===== src/seq_pkg.sv =====
// Shared constants for the low-power sequencer control block.
// Assumes one synchronous clock domain shared by both ends.
package seq_pkg;
  localparam int SLOT_COUNT = 32;
  localparam int PTR_W = 5;
  localparam int TRIG_W = 5;
  localparam int INSTR_W = 16;
  // Instruction field positions
  localparam int CODE_MSB = 15;
  localparam int CODE_LSB = 12;
  localparam int EXTRA_MSB = 3;
  localparam int EXTRA_LSB = 0;
  localparam int OPND_MSB = 11;
  localparam int OPND_LSB = 4;
  localparam int DISP_MSB = 8;
  localparam int DISP_LSB = 4;
  localparam logic [3:0] CODE_TERM = 4'hf;
  localparam logic [3:0] CODE_BRANCH = 4'h8;
  localparam logic [3:0] CODE_MASK_CLR = 4'he;
  localparam logic [7:0] OPERANDS_ZERO = 8'h00;
  localparam logic [3:0] EXTRA_TERM = 4'h0;
  // Control register layout
  localparam int CTRL_W = 8;
  localparam int CTRL_TRIG_LSB = 0;
  localparam int CTRL_RUN_BIT = 7;
  localparam logic [7:0] CTRL_RESET = 8'h00;
  localparam logic [4:0] PTR_RESET = 5'h00;
  localparam logic [4:0] PTR_LAST = 5'h1f;
endpackage


===== src/seq_if.sv =====
// Interface between the sequencer and the CPU side.
// Assumes both modules share clk and reset.
`timescale 1ns/1ps
interface seq_if (
  input wire logic clk,
  input wire logic reset
);
  logic [7:0] ctrl_wdata;
  logic ctrl_we;
  logic force_stop;
  logic [7:0] seq_control_reg;
  logic [4:0] instr_pointer;
  logic seq_busy;
  logic seq_stopped;
  logic mask_clr_req;
  logic mask_set;
  logic flag_set;
  logic seq_event_mask;
  logic seq_event_request_flag;
  logic seq_end_interrupt;
  modport device (
    input clk, reset, ctrl_wdata, ctrl_we, force_stop, seq_event_mask,
    output seq_control_reg, instr_pointer, seq_busy, seq_stopped,
    output mask_clr_req
  );
  modport cpu (
    input clk, reset, seq_control_reg, instr_pointer, seq_busy,
    input seq_stopped, mask_clr_req,
    output ctrl_wdata, ctrl_we, force_stop, mask_set, flag_set,
    output seq_event_mask, seq_event_request_flag, seq_end_interrupt
  );
endinterface


===== src/seq_slot_mem.sv =====
// Instruction slot storage, written only while the sequencer is stopped.
// Assumes the caller gates writes with the stopped state.
`timescale 1ns/1ps
module seq_slot_mem #(
  parameter int DEPTH = 32,
  parameter int AW = 5,
  parameter int DW = 16
) (
  // Clock
  input wire logic clk,
  // Write port
  input wire logic we,
  input wire logic [AW-1:0] waddr,
  input wire logic [DW-1:0] wdata,
  // Read port
  input wire logic [AW-1:0] raddr,
  output logic [DW-1:0] rdata
);
  // Slots are not reset: a forced stop must leave them intact
  logic [DW-1:0] slot_mem [DEPTH];

  always_ff @(posedge clk) begin
    if (we) begin
      slot_mem[waddr] <= wdata;
    end
  end

  assign rdata = slot_mem[raddr];
endmodule


===== src/seq_device.sv =====
// Sequencer control end: trigger wait, slot stepping, termination, stop.
// Assumes the CPU end owns the mask/flag bits and slot writes obey stop.
// Branches are always taken: condition flags sit outside this block.
// Contract
// Mask bit gates end interrupt generation
// CPU sets mask and flag before run
// Sequencer mask clear raises end interrupt
// With interrupts off, mask zero means done
// CPU never clears mask/flag while running
// Software keeps handler and sequencer apart
// Selected trigger starts a round
// Slot zero first, then pointer slot
// Termination returns to trigger wait
// Force stop aborts into stopped state
// Force stop resets control, keeps slots
// Termination code clears pointer and ends the round
// Last slot auto-terminates unless term/branch
// Slots written only while stopped
`timescale 1ns/1ps
module seq_device #(
  parameter int TRIG_COUNT = 32
) (
  // Link to CPU end
  seq_if.device lnk,
  // Trigger sources
  input wire logic [TRIG_COUNT-1:0] trigger_in,
  // Slot programming
  input wire logic slot_we,
  input wire logic [seq_pkg::PTR_W-1:0] slot_waddr,
  input wire logic [seq_pkg::INSTR_W-1:0] slot_wdata,
  // Observation
  output logic [seq_pkg::INSTR_W-1:0] cur_instr,
  output logic instr_strobe
);
  // Stopped: control setup and slot writes are allowed
  // Wait: armed, looking for the selected trigger
  // Run: one slot executes per clock
  typedef enum logic [2:0] {
    ST_STOPPED = 3'b001,
    ST_WAIT = 3'b010,
    ST_RUN = 3'b100
  } seq_state_e;

  seq_state_e state_ff;
  seq_state_e nxt_state;
  logic [7:0] ctrl_ff;
  logic [seq_pkg::PTR_W-1:0] ptr_ff;
  logic [seq_pkg::PTR_W-1:0] nxt_ptr;
  // Slot read is combinational, so the slot at ptr_ff runs this cycle
  logic [seq_pkg::INSTR_W-1:0] instr;
  logic [seq_pkg::INSTR_W-1:0] instr_ff;
  logic strobe_ff;
  logic mask_clr_ff;
  logic run_bit;
  logic trig_hit;
  logic is_term;
  logic is_branch;
  logic is_mask_clr;
  logic end_round;
  logic in_run;
  logic [4:0] trig_sel;

  function automatic logic [3:0] op_code(input logic [15:0] w);
    op_code = w[seq_pkg::CODE_MSB:seq_pkg::CODE_LSB];
  endfunction

  // Only the exact encoding ends a round before slot 31; other 0xf words do not
  function automatic logic term_word(input logic [15:0] w);
    term_word = op_code(w) == seq_pkg::CODE_TERM
      && w[seq_pkg::OPND_MSB:seq_pkg::OPND_LSB] == seq_pkg::OPERANDS_ZERO
      && w[seq_pkg::EXTRA_MSB:seq_pkg::EXTRA_LSB] == seq_pkg::EXTRA_TERM;
  endfunction

  // Displacement wraps inside the 32 slots
  function automatic logic [4:0] branch_target(input logic [4:0] p,
    input logic [15:0] w);
    branch_target = p + w[seq_pkg::DISP_MSB:seq_pkg::DISP_LSB];
  endfunction

  assign run_bit = ctrl_ff[seq_pkg::CTRL_RUN_BIT];
  assign in_run = state_ff == ST_RUN;
  assign trig_sel = ctrl_ff[seq_pkg::CTRL_TRIG_LSB +: seq_pkg::TRIG_W];
  assign trig_hit = trigger_in[trig_sel];

  seq_slot_mem #(
    .DEPTH(seq_pkg::SLOT_COUNT),
    .AW(seq_pkg::PTR_W),
    .DW(seq_pkg::INSTR_W)
  ) u_slots (
    // Writes outside the stopped state are dropped, not queued
    .clk(lnk.clk),
    .we(slot_we && state_ff == ST_STOPPED),
    .waddr(slot_waddr),
    .wdata(slot_wdata),
    .raddr(ptr_ff),
    .rdata(instr)
  );

  // Termination needs exact operand and extra-nibble encoding
  assign is_term = term_word(instr);
  assign is_branch = op_code(instr) == seq_pkg::CODE_BRANCH;
  assign is_mask_clr = op_code(instr) == seq_pkg::CODE_MASK_CLR;
  // Falling off the last slot terminates unless it steers elsewhere
  assign end_round = is_term
    || (ptr_ff == seq_pkg::PTR_LAST && !is_branch);

  always_comb begin
    nxt_state = state_ff;
    nxt_ptr = ptr_ff;
    case (state_ff)
      ST_STOPPED: begin
        // Setting the run bit arms the trigger
        if (run_bit) begin
          nxt_state = ST_WAIT;
        end
      end
      ST_WAIT: begin
        // The selected trigger only counts while armed
        if (trig_hit) begin
          nxt_state = ST_RUN;
          nxt_ptr = seq_pkg::PTR_RESET;
        end
      end
      ST_RUN: begin
        if (end_round) begin
          nxt_state = ST_WAIT;
          nxt_ptr = seq_pkg::PTR_RESET;
        end else if (is_branch) begin
          nxt_ptr = branch_target(ptr_ff, instr);
        end else begin
          nxt_ptr = ptr_ff + 5'h01;
        end
      end
      default: begin
        nxt_state = ST_STOPPED;
      end
    endcase
    // A cleared run bit parks the device but never cuts a round short
    if (!run_bit && !in_run) begin
      nxt_state = ST_STOPPED;
    end
    // Forced stop beats trigger, termination and the run bit
    if (lnk.force_stop) begin
      nxt_state = ST_STOPPED;
      nxt_ptr = seq_pkg::PTR_RESET;
    end
  end

  always_ff @(posedge lnk.clk) begin
    if (lnk.reset) begin
      state_ff <= ST_STOPPED;
    end else begin
      state_ff <= nxt_state;
    end
  end

  // Pointer returns to slot zero on every stop and every round end
  always_ff @(posedge lnk.clk) begin
    if (lnk.reset) begin
      ptr_ff <= seq_pkg::PTR_RESET;
    end else begin
      ptr_ff <= nxt_ptr;
    end
  end

  // Control register; forced stop wins over a same-cycle write
  always_ff @(posedge lnk.clk) begin
    if (lnk.reset) begin
      ctrl_ff <= seq_pkg::CTRL_RESET;
    end else if (lnk.force_stop) begin
      ctrl_ff <= seq_pkg::CTRL_RESET;
    end else if (lnk.ctrl_we) begin
      ctrl_ff <= lnk.ctrl_wdata;
    end
  end

  // Sequencer-side request to clear the event mask
  always_ff @(posedge lnk.clk) begin
    if (lnk.reset) begin
      mask_clr_ff <= 1'b0;
    end else begin
      mask_clr_ff <= in_run && is_mask_clr
        && !lnk.force_stop;
    end
  end

  always_ff @(posedge lnk.clk) begin
    if (lnk.reset) begin
      instr_ff <= '0;
    end else begin
      instr_ff <= instr;
    end
  end

  // Strobe says cur_instr holds the slot executed in the cycle before
  always_ff @(posedge lnk.clk) begin
    if (lnk.reset) begin
      strobe_ff <= 1'b0;
    end else begin
      strobe_ff <= in_run;
    end
  end

  assign lnk.seq_control_reg = ctrl_ff;
  assign lnk.instr_pointer = ptr_ff;
  assign lnk.seq_busy = in_run;
  assign lnk.seq_stopped = state_ff == ST_STOPPED;
  assign lnk.mask_clr_req = mask_clr_ff;
  assign cur_instr = instr_ff;
  assign instr_strobe = strobe_ff;
endmodule


===== src/flat_wrapper.sv =====
// flat-port wrapper written by rule: the top's interface ports become plain ports
module seq_device_flat 
#(
  parameter int TRIG_COUNT = 32
)
  (trigger_in, slot_we, slot_waddr, slot_wdata, cur_instr, instr_strobe, clk, reset, lnk_ctrl_wdata, lnk_ctrl_we, lnk_force_stop, lnk_seq_event_mask, lnk_seq_control_reg, lnk_instr_pointer, lnk_seq_busy, lnk_seq_stopped, lnk_mask_clr_req);
  seq_if lnk_i (.clk(clk), .reset(reset));
  input wire logic [TRIG_COUNT-1:0] trigger_in;
  input wire logic slot_we;
  input wire logic [seq_pkg::PTR_W-1:0] slot_waddr;
  input wire logic [seq_pkg::INSTR_W-1:0] slot_wdata;
  output logic [seq_pkg::INSTR_W-1:0] cur_instr;
  output logic instr_strobe;
  input wire logic clk;
  input wire logic reset;
  input wire logic [$bits(lnk_i.ctrl_wdata)-1:0] lnk_ctrl_wdata;
  input wire logic [$bits(lnk_i.ctrl_we)-1:0] lnk_ctrl_we;
  input wire logic [$bits(lnk_i.force_stop)-1:0] lnk_force_stop;
  input wire logic [$bits(lnk_i.seq_event_mask)-1:0] lnk_seq_event_mask;
  output wire logic [$bits(lnk_i.seq_control_reg)-1:0] lnk_seq_control_reg;
  output wire logic [$bits(lnk_i.instr_pointer)-1:0] lnk_instr_pointer;
  output wire logic [$bits(lnk_i.seq_busy)-1:0] lnk_seq_busy;
  output wire logic [$bits(lnk_i.seq_stopped)-1:0] lnk_seq_stopped;
  output wire logic [$bits(lnk_i.mask_clr_req)-1:0] lnk_mask_clr_req;
  assign lnk_i.ctrl_wdata = lnk_ctrl_wdata;
  assign lnk_i.ctrl_we = lnk_ctrl_we;
  assign lnk_i.force_stop = lnk_force_stop;
  assign lnk_i.seq_event_mask = lnk_seq_event_mask;
  assign lnk_seq_control_reg = lnk_i.seq_control_reg;
  assign lnk_instr_pointer = lnk_i.instr_pointer;
  assign lnk_seq_busy = lnk_i.seq_busy;
  assign lnk_seq_stopped = lnk_i.seq_stopped;
  assign lnk_mask_clr_req = lnk_i.mask_clr_req;
  seq_device #(.TRIG_COUNT(TRIG_COUNT)) u_core (.lnk(lnk_i), .trigger_in(trigger_in), .slot_we(slot_we), .slot_waddr(slot_waddr), .slot_wdata(slot_wdata), .cur_instr(cur_instr), .instr_strobe(instr_strobe));
endmodule

===== config.mk =====
export PLATFORM = sky130hd
export DESIGN_NAME = seq_device_flat
export DESIGN_NICKNAME = d
export VERILOG_FILES = /design/src/seq_pkg.sv /design/src/seq_if.sv /design/src/seq_slot_mem.sv /design/src/seq_device.sv /design/src/flat_wrapper.sv
export SDC_FILE = /design/constraint.sdc
export NUM_CORES = 1
export LEC_CHECK = 0
export BUFFER_PORTS_ARGS = -buffer_cell sky130_fd_sc_hd__buf_2
export CORE_UTILIZATION = 55
export DETAILED_ROUTE_END_ITERATION = 10
export GPL_TIMING_DRIVEN = 0
export PLACE_DENSITY = 0.75
export SYNTH_ARGS = -nofsm -noshare
export SYNTH_HDL_FRONTEND = slang
export SYNTH_SLANG_ARGS = --single-unit

===== constraint.sdc =====
create_clock -name clk -period 4 [get_ports clk]
set_clock_uncertainty 0.1 [all_clocks]
set_input_delay 0.4 -clock clk [delete_from_list [all_inputs] [get_ports clk]]
set_output_delay 0.4 -clock clk [all_outputs]
set_load 0.02 [all_outputs]

==> metrics.cfg, run 1 <==
[sta]
timing.max_slew.rel_slack = 0.3514
fmax_mhz = 255.1
period_needed_ns = 3.921
worst_slack_ns = 0.07939
final_hold_viol_count = 0
fin_crit_sh = 0.9802
fin_hold_ws_ns = 0.1953
tightest_slew_ns = 0.9706
setup_violations = 0
slew_violations = 0

[layout]
area_growth_pct = 17.67
drive_gt1_frac = 0.2497
final_nets = 1495
largest_reg_flops = 512

[grt]
grt_usage = 0.2958
overflow = 0
antenna_found_initial = 1
grt_max_degree = 33
grt_pass1_wl_um = 85550
grt_pass1_vias = 12990

[die]
die_y_um = 201.1
start_util = 0.5613
pin_count = 100
dieArea_um2 = 40420
core.rowCount = 72
die_x_um = 201.1
fp.coreArea_um2 = 38830

[synth]
netlist_area_um2 = 21790
synth_warnings = 0
yosysUniqueCellTypes = 55
synth_edf_count = 512
syn_inst = 1229
async_flop_share = 0
synth_seq_cells = 551
synthFlopType = edfxtp_1
ys_seq_area_frac = 0.7413
synth_nets = 1301
avgSynthCellArea_um2 = 17.73

[clocking]
root_buffer = clkbuf_16
cts_htree_levels = 2
cts_tree = built
clk-insertion-delay-late_ns = 0.60
clock_path_buffers = 3
cts-buffers-inserted = 54
clkSinkCount = 551
cts.clk_slew.worst_paths_ns = 0.06

[critical_path]
required_ns = 4.43
endpoint_kind = flop
crit_type = flop to flop
reg2reg_depth = 19
crit_arrival_ns = 4.35
crit_fanout = 10
reg2reg_setup_slack_ns = 0.08
start_kind = flop

[placed_design]
port_buffers = 96
dp_worst_setup_slack_ns = -1.054
place_congestion = 0.8545
dp_hpwl_um = 36500

[hold_path]
min_path_type = input port to flop

[drt]
drt_pass1_iterations = 6
ant_nets = 0
totalWireLength_um = 58880
vias_per_cell = 6.441
drc_errors = 0
wl_per_cell_um = 29.66
vias = 12790
dr.first_iter.drc_count = 2058

[status]
status = complete, no violations

[pwr]
vdd_drop_max_mv = 0.3429
cellLeakagePower_nw = 8.207
powerDensity_nw_per_um2 = 452.5

[job]
cap_violations = 0

==> per-layer routing <==
| metal | GRT usage | vias to the layer above | routed length [um] |
|---|---|---|---|
| met5 | 0 | - | 0 |
| met2 | 0.4703 | 896 | 28050 |
| met1 | 0.3862 | 6375 | 21660 |
| li1 | - | 5289 | - |
| met4 | 0.1480 | 0 | 2893 |
| met3 | 0.06672 | 226 | 6280 |
==> critical path, cell delays in order (launching register included) <==
cell and delay, ns:
dfxtp_2 0.38, buf_12 0.14, buf_8 0.17, buf_6 0.19, mux2i_1 0.23, a22oi_1 0.13
nand3_1 0.11, o21ai_0 0.17, a211oi_2 0.42, nand3b_4 0.15, nand2b_1 0.18, ha_1 0.20
inv_1 0.08, fa_1 0.22, nor2b_1 0.06, o21ai_0 0.19, nand2b_1 0.12, xnor2_2 0.19
nor4bb_4 0.24, o22a_1 0.18
==> placed cells by master, fill, tap and decap left out, drive strengths merged, types with 15 or more instances in the layout <==
cell,count
mux4,42
a21oi,15
clkinv,21
nand3,28
edfxtp,512
mux2i,202
nand2,41
buf,171
nor2,74
clkbuf,97
dfxtp,39
a22oi,78
o21ai,22
==> how the worst min path moves through the flow <==
stage,start,cells past startpoint,slack [ns],endpoint
2_1_floorplan,slot_wdata[0],0,0.40,u_core.u_slots.slot_mem[0][0]$_DFFE_PP_
3_3_place_gp,u_core.lnk.seq_control_reg[6]$_SDFFE_PP0P_,2,0.37,u_core.lnk.seq_control_reg[6]$_SDFFE_PP0P_
6_report,slot_wdata[5],1,0.20,u_core.u_slots.slot_mem[17][5]$_DFFE_PP_
4_1_cts,slot_wdata[5],1,0.17,u_core.u_slots.slot_mem[17][5]$_DFFE_PP_
5_1_grt,slot_wdata[5],1,0.22,u_core.u_slots.slot_mem[19][5]$_DFFE_PP_
3_5_place_dp,u_core.lnk.seq_control_reg[5]$_SDFFE_PP0P_,2,0.39,u_core.lnk.seq_control_reg[5]$_SDFFE_PP0P_
==> synthesized netlist by cell type, types with 2 or more instances <==
| master | n | area share |
|---|---|---|
| xnor2_1 | 3 | 0.0012 |
| inv_1 | 5 | 0.00086 |
| clkbuf_1 | 20 | 0.0034 |
| buf_8 | 2 | 0.0014 |
| a31oi_1 | 6 | 0.0017 |
| nand3b_1 | 3 | 0.0010 |
| nand4b_1 | 2 | 0.00080 |
| and3_1 | 2 | 0.00057 |
| and4_1 | 4 | 0.0016 |
| a22o_1 | 8 | 0.0032 |
| nor4b_2 | 3 | 0.0021 |
| nor2_1 | 73 | 0.013 |
| ha_1 | 4 | 0.0023 |
| nand2_1 | 41 | 0.0071 |
| a211o_1 | 2 | 0.00080 |
| nand2b_1 | 14 | 0.0040 |
| a21oi_1 | 15 | 0.0034 |
| nand4_1 | 6 | 0.0017 |
| a211oi_1 | 9 | 0.0031 |
| mux4_2 | 42 | 0.043 |
| buf_1 | 7 | 0.0012 |
| nor2b_1 | 10 | 0.0029 |
| dfxtp_1 | 39 | 0.036 |
| nor4b_1 | 2 | 0.00080 |
| buf_2 | 16 | 0.0037 |
| buf_6 | 11 | 0.0057 |
| mux2i_1 | 201 | 0.092 |
| buf_4 | 8 | 0.0028 |
| nand3_1 | 28 | 0.0064 |
| mux2_2 | 7 | 0.0036 |
| edfxtp_1 | 512 | 0.71 |
| o21ai_1 | 8 | 0.0018 |
| a22oi_1 | 78 | 0.027 |
| or2_2 | 4 | 0.0011 |
| o21ai_0 | 14 | 0.0032 |
==> area by class of cell <==
type	count	area, um2
antenna	1	2.502
clock inverter	25	191.4
fill	2535	13190
inverter	5	18.77
multi-input combinational	609	5429
buffer	63	534.3
tap	518	648.1
timing repair buffer	139	1162
clock buffer	74	1498
sequential	551	16160
==> power breakdown <==
| group | internal (mW) | switching [mW] |
|---|---|---|
| registers | 6.34 | 0.0173 |
| clock network | 2.80 | 2.11 |
| logic | 0.0969 | 0.237 |
==> cell families (layout without fill, tap and decap cells) <==
family          after synthesis  after routing  share of synthesized area
mux                         252            252                     0.1409
other cells                   0              1                          0
xor+xnor                      3              3                   0.001206
simple gates                204            204                    0.04817
fa+ha+maj                     5              5                   0.003215
buf+inv                      69            306                    0.01901
compound gates              145            145                    0.04616
flops                       551            551                     0.7413
==> per-stage QoR <==
| step | cells | utilization | TNS [ns] | cell area (um2) | power (mW) |
|---|---|---|---|---|---|
| 3_3_place_gp | 1843 | 0.5903 | -8.252 | 22920 | 6.753 |
| 3_5_place_dp | 1868 | 0.6064 | -8.775 | 23550 | 6.785 |
| 5_1_grt | 1985 | 0.6604 | -0.08574 | 25640 | 11.82 |
| 4_1_cts | 1979 | 0.6570 | 0 | 25510 | 11.59 |
| 2_1_floorplan | 1229 | - | 0 | 21790 | 6.592 |
| 6_report | 1985 | 0.6604 | 0 | 25640 | 11.60 |
==> what timing repair did <==
action,4_1_cts,5_1_grt
setup buffers,4,5
hold endpoints to repair,8,0
gates resized for setup,52,20
setup endpoints to repair,12,2
cloned,0,1
hold buffers,8,0
pin swaps,5,5
Power figures use the tool's default switching activity.
==> run 2: changes to the inputs <==
--- a/config.mk
+++ b/config.mk
@@ -6,10 +6,9 @@
 export NUM_CORES = 1
 export LEC_CHECK = 0
 export BUFFER_PORTS_ARGS = -buffer_cell sky130_fd_sc_hd__buf_2
-export CORE_UTILIZATION = 55
+export CORE_UTILIZATION = 41
 export DETAILED_ROUTE_END_ITERATION = 10
 export GPL_TIMING_DRIVEN = 0
-export PLACE_DENSITY = 0.75
 export SYNTH_ARGS = -nofsm -noshare
 export SYNTH_HDL_FRONTEND = slang
 export SYNTH_SLANG_ARGS = --single-unit
==> constraint.sdc (replaced) <==
create_clock -name clk -period 4 [get_ports clk]
set_clock_uncertainty 0.1 [all_clocks]
set_input_delay 0.8 -clock clk [delete_from_list [all_inputs] [get_ports clk]]
set_output_delay 0.8 -clock clk [all_outputs]
set_load 0.02 [all_outputs]
==> metrics.cfg, run 2 (synthesized netlist as in run 1, its figures left out) <==
[status]
status = complete, no violations

[sta]
rsz0062_at_grt = false
period_needed_ns = 3.876
fmax_mhz = 258.0
tightest_slew_ns = 0.9381
slew_violations = 0
fin_crit_sh = 0.9690
timing.max_slew.rel_slack = 0.3731
final_hold_viol_count = 0
setup_violations = 0

[die]
start_util = 0.4147
core.rowCount = 84
die_y_um = 232.5
die_x_um = 232.5
dieArea_um2 = 54080
pin_count = 100
fp.coreArea_um2 = 52550

[clocking]
cts_htree_levels = 2
clkSinkCount = 551
cts.clk_slew.worst_paths_ns = 0.06
clock_path_buffers = 3
cts-buffers-inserted = 55
cts_tree = built
clk-insertion-delay-late_ns = 0.60
root_buffer = clkbuf_16

[hold_path]
hp-start = lnk_ctrl_wdata[7]
hold_depth = 3
min_path_type = input port to flop
holdPathEnd = u_core.lnk.seq_control_reg[7]$_SDFFE_PP0P_

[critical_path]
required_ns = 4.38
cpMaxStageDelayCell = nor4b_4
reg2reg_setup_slack_ns = 0.12
endpoint_kind = flop
crit_top_cell = buf_4
critical_path_buf_inv_count = 3
start_kind = flop
reg2reg_depth = 12
crit_cells = 12
slowest_delay_ns = 0.66
crit_arrival_ns = 4.25
crit_type = flop to flop
cp_cell_sequence = buf_4 -> nor2_2 -> buf_4 -> buf_4 -> a22oi_1 -> nand3_1 -> o21ai_0 -> a211oi_1 -> nand4b_1 -> nor4b_4 -> nor4b_2 -> o22a_1
r2r-end = u_core.lnk.instr_pointer[4]$_SDFFE_PP0P_
crit_family = simple AND/OR/NAND/NOR gates
crit_fanout = 10

[placed_design]
port_buffers = 96
dp_hpwl_um = 36970
dpl_cell_area_um2 = 23530
place_congestion = 0.8659

[drt]
drc_errors = 0
wl_per_cell_um = 28.10
drt_pass1_iterations = 6
dr.first_iter.drc_count = 1437
ant_nets = 0
vias = 12200
vias_per_cell = 5.706
totalWireLength_um = 60080

[layout]
largest_reg_flops = 512
drive_gt1_frac = 0.2510
fill_cells = 4370
area_growth_pct = 17.72
layout_common_cells = 512 x edfxtp_1, 200 x mux2i_1, 102 x buf_2
diodes = 0
final_area_um2 = 25650
final_common_cell = edfxtp_1
final_nets = 1478

[grt]
grt_usage = 0.2247
overflow = 0
antenna_found_initial = 2
grt_pass1_wl_um = 85130
grt_max_degree = 33
grt_pass1_vias = 11910

[pwr]
powerDensity_nw_per_um2 = 456.8
p_total_mw = 11.72
vdd_drop_max_mv = 0.2920
cellLeakagePower_nw = 8.104

[job]
cap_violations = 0

==> run 2: timing repair <==
action | CTS | global route
endpoints found under the setup margin | 12 | 12
pin swaps | 5 | 5
cloned | 0 | 1
hold buffers | 0 | 0
resized for setup | 54 | 27
buffers inserted | 6 | 8
==> run 2: final cells by class <==
class / count / area, um2 / share of cell area
timing repair buffer: 121 / 810.8 / 0.03161
tap: 688 / 860.8 / 0.03356
inverter: 5 / 18.77 / 0.0007316
clock inverter: 37 / 296.5 / 0.01156
multi-input combinational: 609 / 5522 / 0.2152
sequential: 551 / 16160 / 0.6301
buffer: 63 / 529.3 / 0.02063
clock buffer: 64 / 1453 / 0.05663
==> run 2: per-layer routing <==
layer  GRT usage  vias up  part of all wire
li1            -     5255                 -
met1      0.3103     6354              0.43
met2      0.3623      495              0.48
met3     0.03946       96             0.069
met4     0.06904        0             0.028
met5           0        -                 0
==> run 2: through the flow <==
stage / util / setup TNS (ns) / hold WS (ns) / std cells / worst slack [ns]
6_report: 0.4882 / 0 / 0.3442 / 2138 / 0.1240
5_1_grt: 0.4882 / 0 / 0.3342 / 2138 / 0.002744
4_1_cts: 0.4852 / 0 / 0.3212 / 2130 / 0.03345
3_5_place_dp: 0.4478 / -9.930 / 0.3893 / 2023 / -1.190
3_3_place_gp: 0.4402 / -10.41 / 0.3715 / 2013 / -1.142
2_1_floorplan: - / 0 / 0.4742 / 1229 / 0.3726
==> run 2: worst max path at each step <==
stage / end / from
global placement: flop / flop
finish: u_core.lnk.instr_pointer[4]$_SDFFE_PP0P_ / flop
floorplan: flop / flop
global route: u_core.lnk.instr_pointer[4]$_SDFFE_PP0P_ / flop
detailed placement: flop / flop
CTS: u_core.lnk.instr_pointer[4]$_SDFFE_PP0P_ / flop
==> run 2: report_power, final <==
group          switching [mW]  total (mW)  internal, mW
Clock                    2.14        5.04          2.90
Sequential             0.0151        6.36          6.34
Combinational           0.230       0.319        0.0887
Total                    2.38        11.7          9.33
==> run 2: tightest hold or removal path, delay by kind of cell <==
kind / cells / cell delay [ns]
buf+inv: 1 / 0.07
mux: 1 / 0.06
simple gates: 1 / 0.07
==> run 3: changes to the inputs <==
--- a/config.mk
+++ b/config.mk
@@ -6,7 +6,8 @@
 export NUM_CORES = 1
 export LEC_CHECK = 0
 export BUFFER_PORTS_ARGS = -buffer_cell sky130_fd_sc_hd__buf_2
-export CORE_UTILIZATION = 41
+export CORE_ASPECT_RATIO = 1.2
+export CORE_UTILIZATION = 30
 export DETAILED_ROUTE_END_ITERATION = 10
 export GPL_TIMING_DRIVEN = 0
 export SYNTH_ARGS = -nofsm -noshare
==> metrics.cfg, run 3 (synthesized netlist as in run 1, its figures left out) <==
[critical_path]
reg2reg_setup_slack_ns = 0.14
start_kind = flop
endpoint_kind = flop
cp_cell_sequence = nor2b_2 -> buf_2 -> buf_4 -> a21oi_1 -> a211oi_4 -> nand3b_4 -> nand2b_4 -> ha_1 -> inv_2 -> fa_2 -> nor2b_1 -> o21ai_0 -> nand2b_1 -> xnor2_2 -> nor4bb_4 -> o22a_1
slowest_delay_ns = 0.48
cpMaxStageDelayCell = dfxtp_2
crit_arrival_ns = 4.31
reg2reg_depth = 16
crit_fanout = 10
crit_family = simple AND/OR/NAND/NOR gates
crit_type = flop to flop
critical_path_buf_inv_count = 3
r2r-end = u_core.lnk.instr_pointer[4]$_SDFFE_PP0P_
required_ns = 4.45

[sta]
timing.max_slew.rel_slack = 0.3518
final.setup.tns_ns = 0
tightest_slew_ns = 0.9700
final_hold_viol_count = 0
fmax_mhz = 259.1
fin_crit_sh = 0.9649
slew_violations = 0
setup_violations = 0
period_needed_ns = 3.860

[clocking]
root_buffer = clkbuf_16
cts.clk_slew.worst_paths_ns = 0.06
clk-insertion-delay-late_ns = 0.61
clock_path_buffers = 3
cts_htree_levels = 2
cts-buffers-inserted = 53
cts_tree = built
hold_buffers = 0
clkSinkCount = 551

[layout]
layout_common_cells = 512 x edfxtp_1, 200 x mux2i_1, 106 x buf_2
area_growth_pct = 19.01
drive_gt1_frac = 0.2503
final_nets = 1474
diodes = 0
final_common_cell = edfxtp_1
regArea_um2 = 16160
fill_cells = 6646
final_cells = 2372
multi_input_area_um2 = 5490
largest_reg_flops = 512

[hold_path]
holdPathEnd = u_core.lnk.seq_control_reg[0]$_SDFFE_PP0P_
hp-start = lnk_ctrl_wdata[0]
hold_depth = 3
min_path_type = input port to flop

[pwr]
powerDensity_nw_per_um2 = 453.7
vdd_drop_max_mv = 0.3046
cellLeakagePower_nw = 8.107
p_total_mw = 11.77

[die]
die_y_um = 297.2
fp.coreArea_um2 = 71490
dieArea_um2 = 73730
core.rowCount = 107
pin_count = 100
start_util = 0.3048
die_x_um = 248.0

[grt]
grt_pass1_vias = 12270
antenna_found_initial = 0
overflow = 0
grt_usage = 0.1626
grt_max_degree = 33
grt_pass1_wl_um = 85200

[drt]
wl_per_cell_um = 25.32
dr.first_iter.drc_count = 982
drt_pass1_iterations = 5
totalWireLength_um = 60060
drc_errors = 0
ant_nets = 0
vias_per_cell = 5.059
vias = 12000

[placed_design]
place_congestion = 0.8350
port_buffers = 96
dp_hpwl_um = 38260
dp_cells = 2263

[status]
status = complete, no violations

[job]
cap_violations = 0

-- run 3: cell count changes in the layout (fill, tap and decap cells not counted), sizes merged --
cell and change:
inv +2, clkinv -9, clkinvlp -1, clkbuf +4
-- run 3: final cells by class --
cell class / instances / share of cell area
plain buffers: 64 / 0.01997
clock buffers: 70 / 0.05794
clock inverters: 29 / 0.01042
inverters: 5 / 0.0007237
multi-input cells: 609 / 0.2117
flip-flops and latches: 551 / 0.6231
well taps: 926 / 0.04467
repair buffers: 118 / 0.03145
-- run 3: repair_timing --
action / CTS / global route
pin swaps: 5 / 7
gates resized for setup: 49 / 22
endpoints found under the setup margin: 12 / 5
setup buffers: 5 / 4
gates cloned: 0 / 1
endpoints found under the hold margin: 0 / 0
-- run 3: worst max-delay path by stage --
stage	from	end	slack [ns]	depth (start not counted)
finish	flop	u_core.lnk.instr_pointer[4]$_SDFFE_PP0P_	0.14	16
global route	flop	u_core.state_ff[1]$_SDFFE_PP0P_	-0.06	10
CTS	flop	u_core.lnk.instr_pointer[4]$_SDFFE_PP0P_	0.0008	14
detailed placement	flop	flop	-0.98	17
global placement	flop	u_core.lnk.instr_pointer[4]$_SDFFE_PP0P_	-0.81	17
floorplan	flop	flop	0.37	16
-- run 3: per-stage QoR --
step	worst slack [ns]	util	hold slack [ns]	instance area, um2
after detailed placement	-0.9808	0.3337	0.4075	23850
after CTS	0.0008367	0.3610	0.3112	25810
after global routing	-0.06374	0.3628	0.3499	25930
final	0.1403	0.3628	0.3289	25930
after floorplan	0.3726	-	0.4742	21790
after global placement	-0.8056	0.3278	0.3715	23430
-- run 3: metal layers --
metal  share of wire  track usage  vias to the layer above
li1                -            -                     5252
met1            0.39       0.1988                     6180
met2            0.51       0.2797                      437
met3           0.055      0.02499                      131
met4           0.044      0.07391                        0
met5               0            0                        -
-- run 3: worst reg2reg max path: cells and delay by family, from the launching register on --
| kind | cells | cell delay, ns |
|---|---|---|
| simple gates | 6 | 1.03 |
| compound gates | 4 | 0.85 |
| buf+inv | 3 | 0.72 |
| flops | 1 | 0.48 |
| fa+ha+maj | 2 | 0.42 |
| xor+xnor | 1 | 0.24 |
-- run 3: power breakdown --
group	internal, mW	switching [mW]
clock network	2.96	2.13
registers	6.34	0.0154
logic	0.0888	0.229
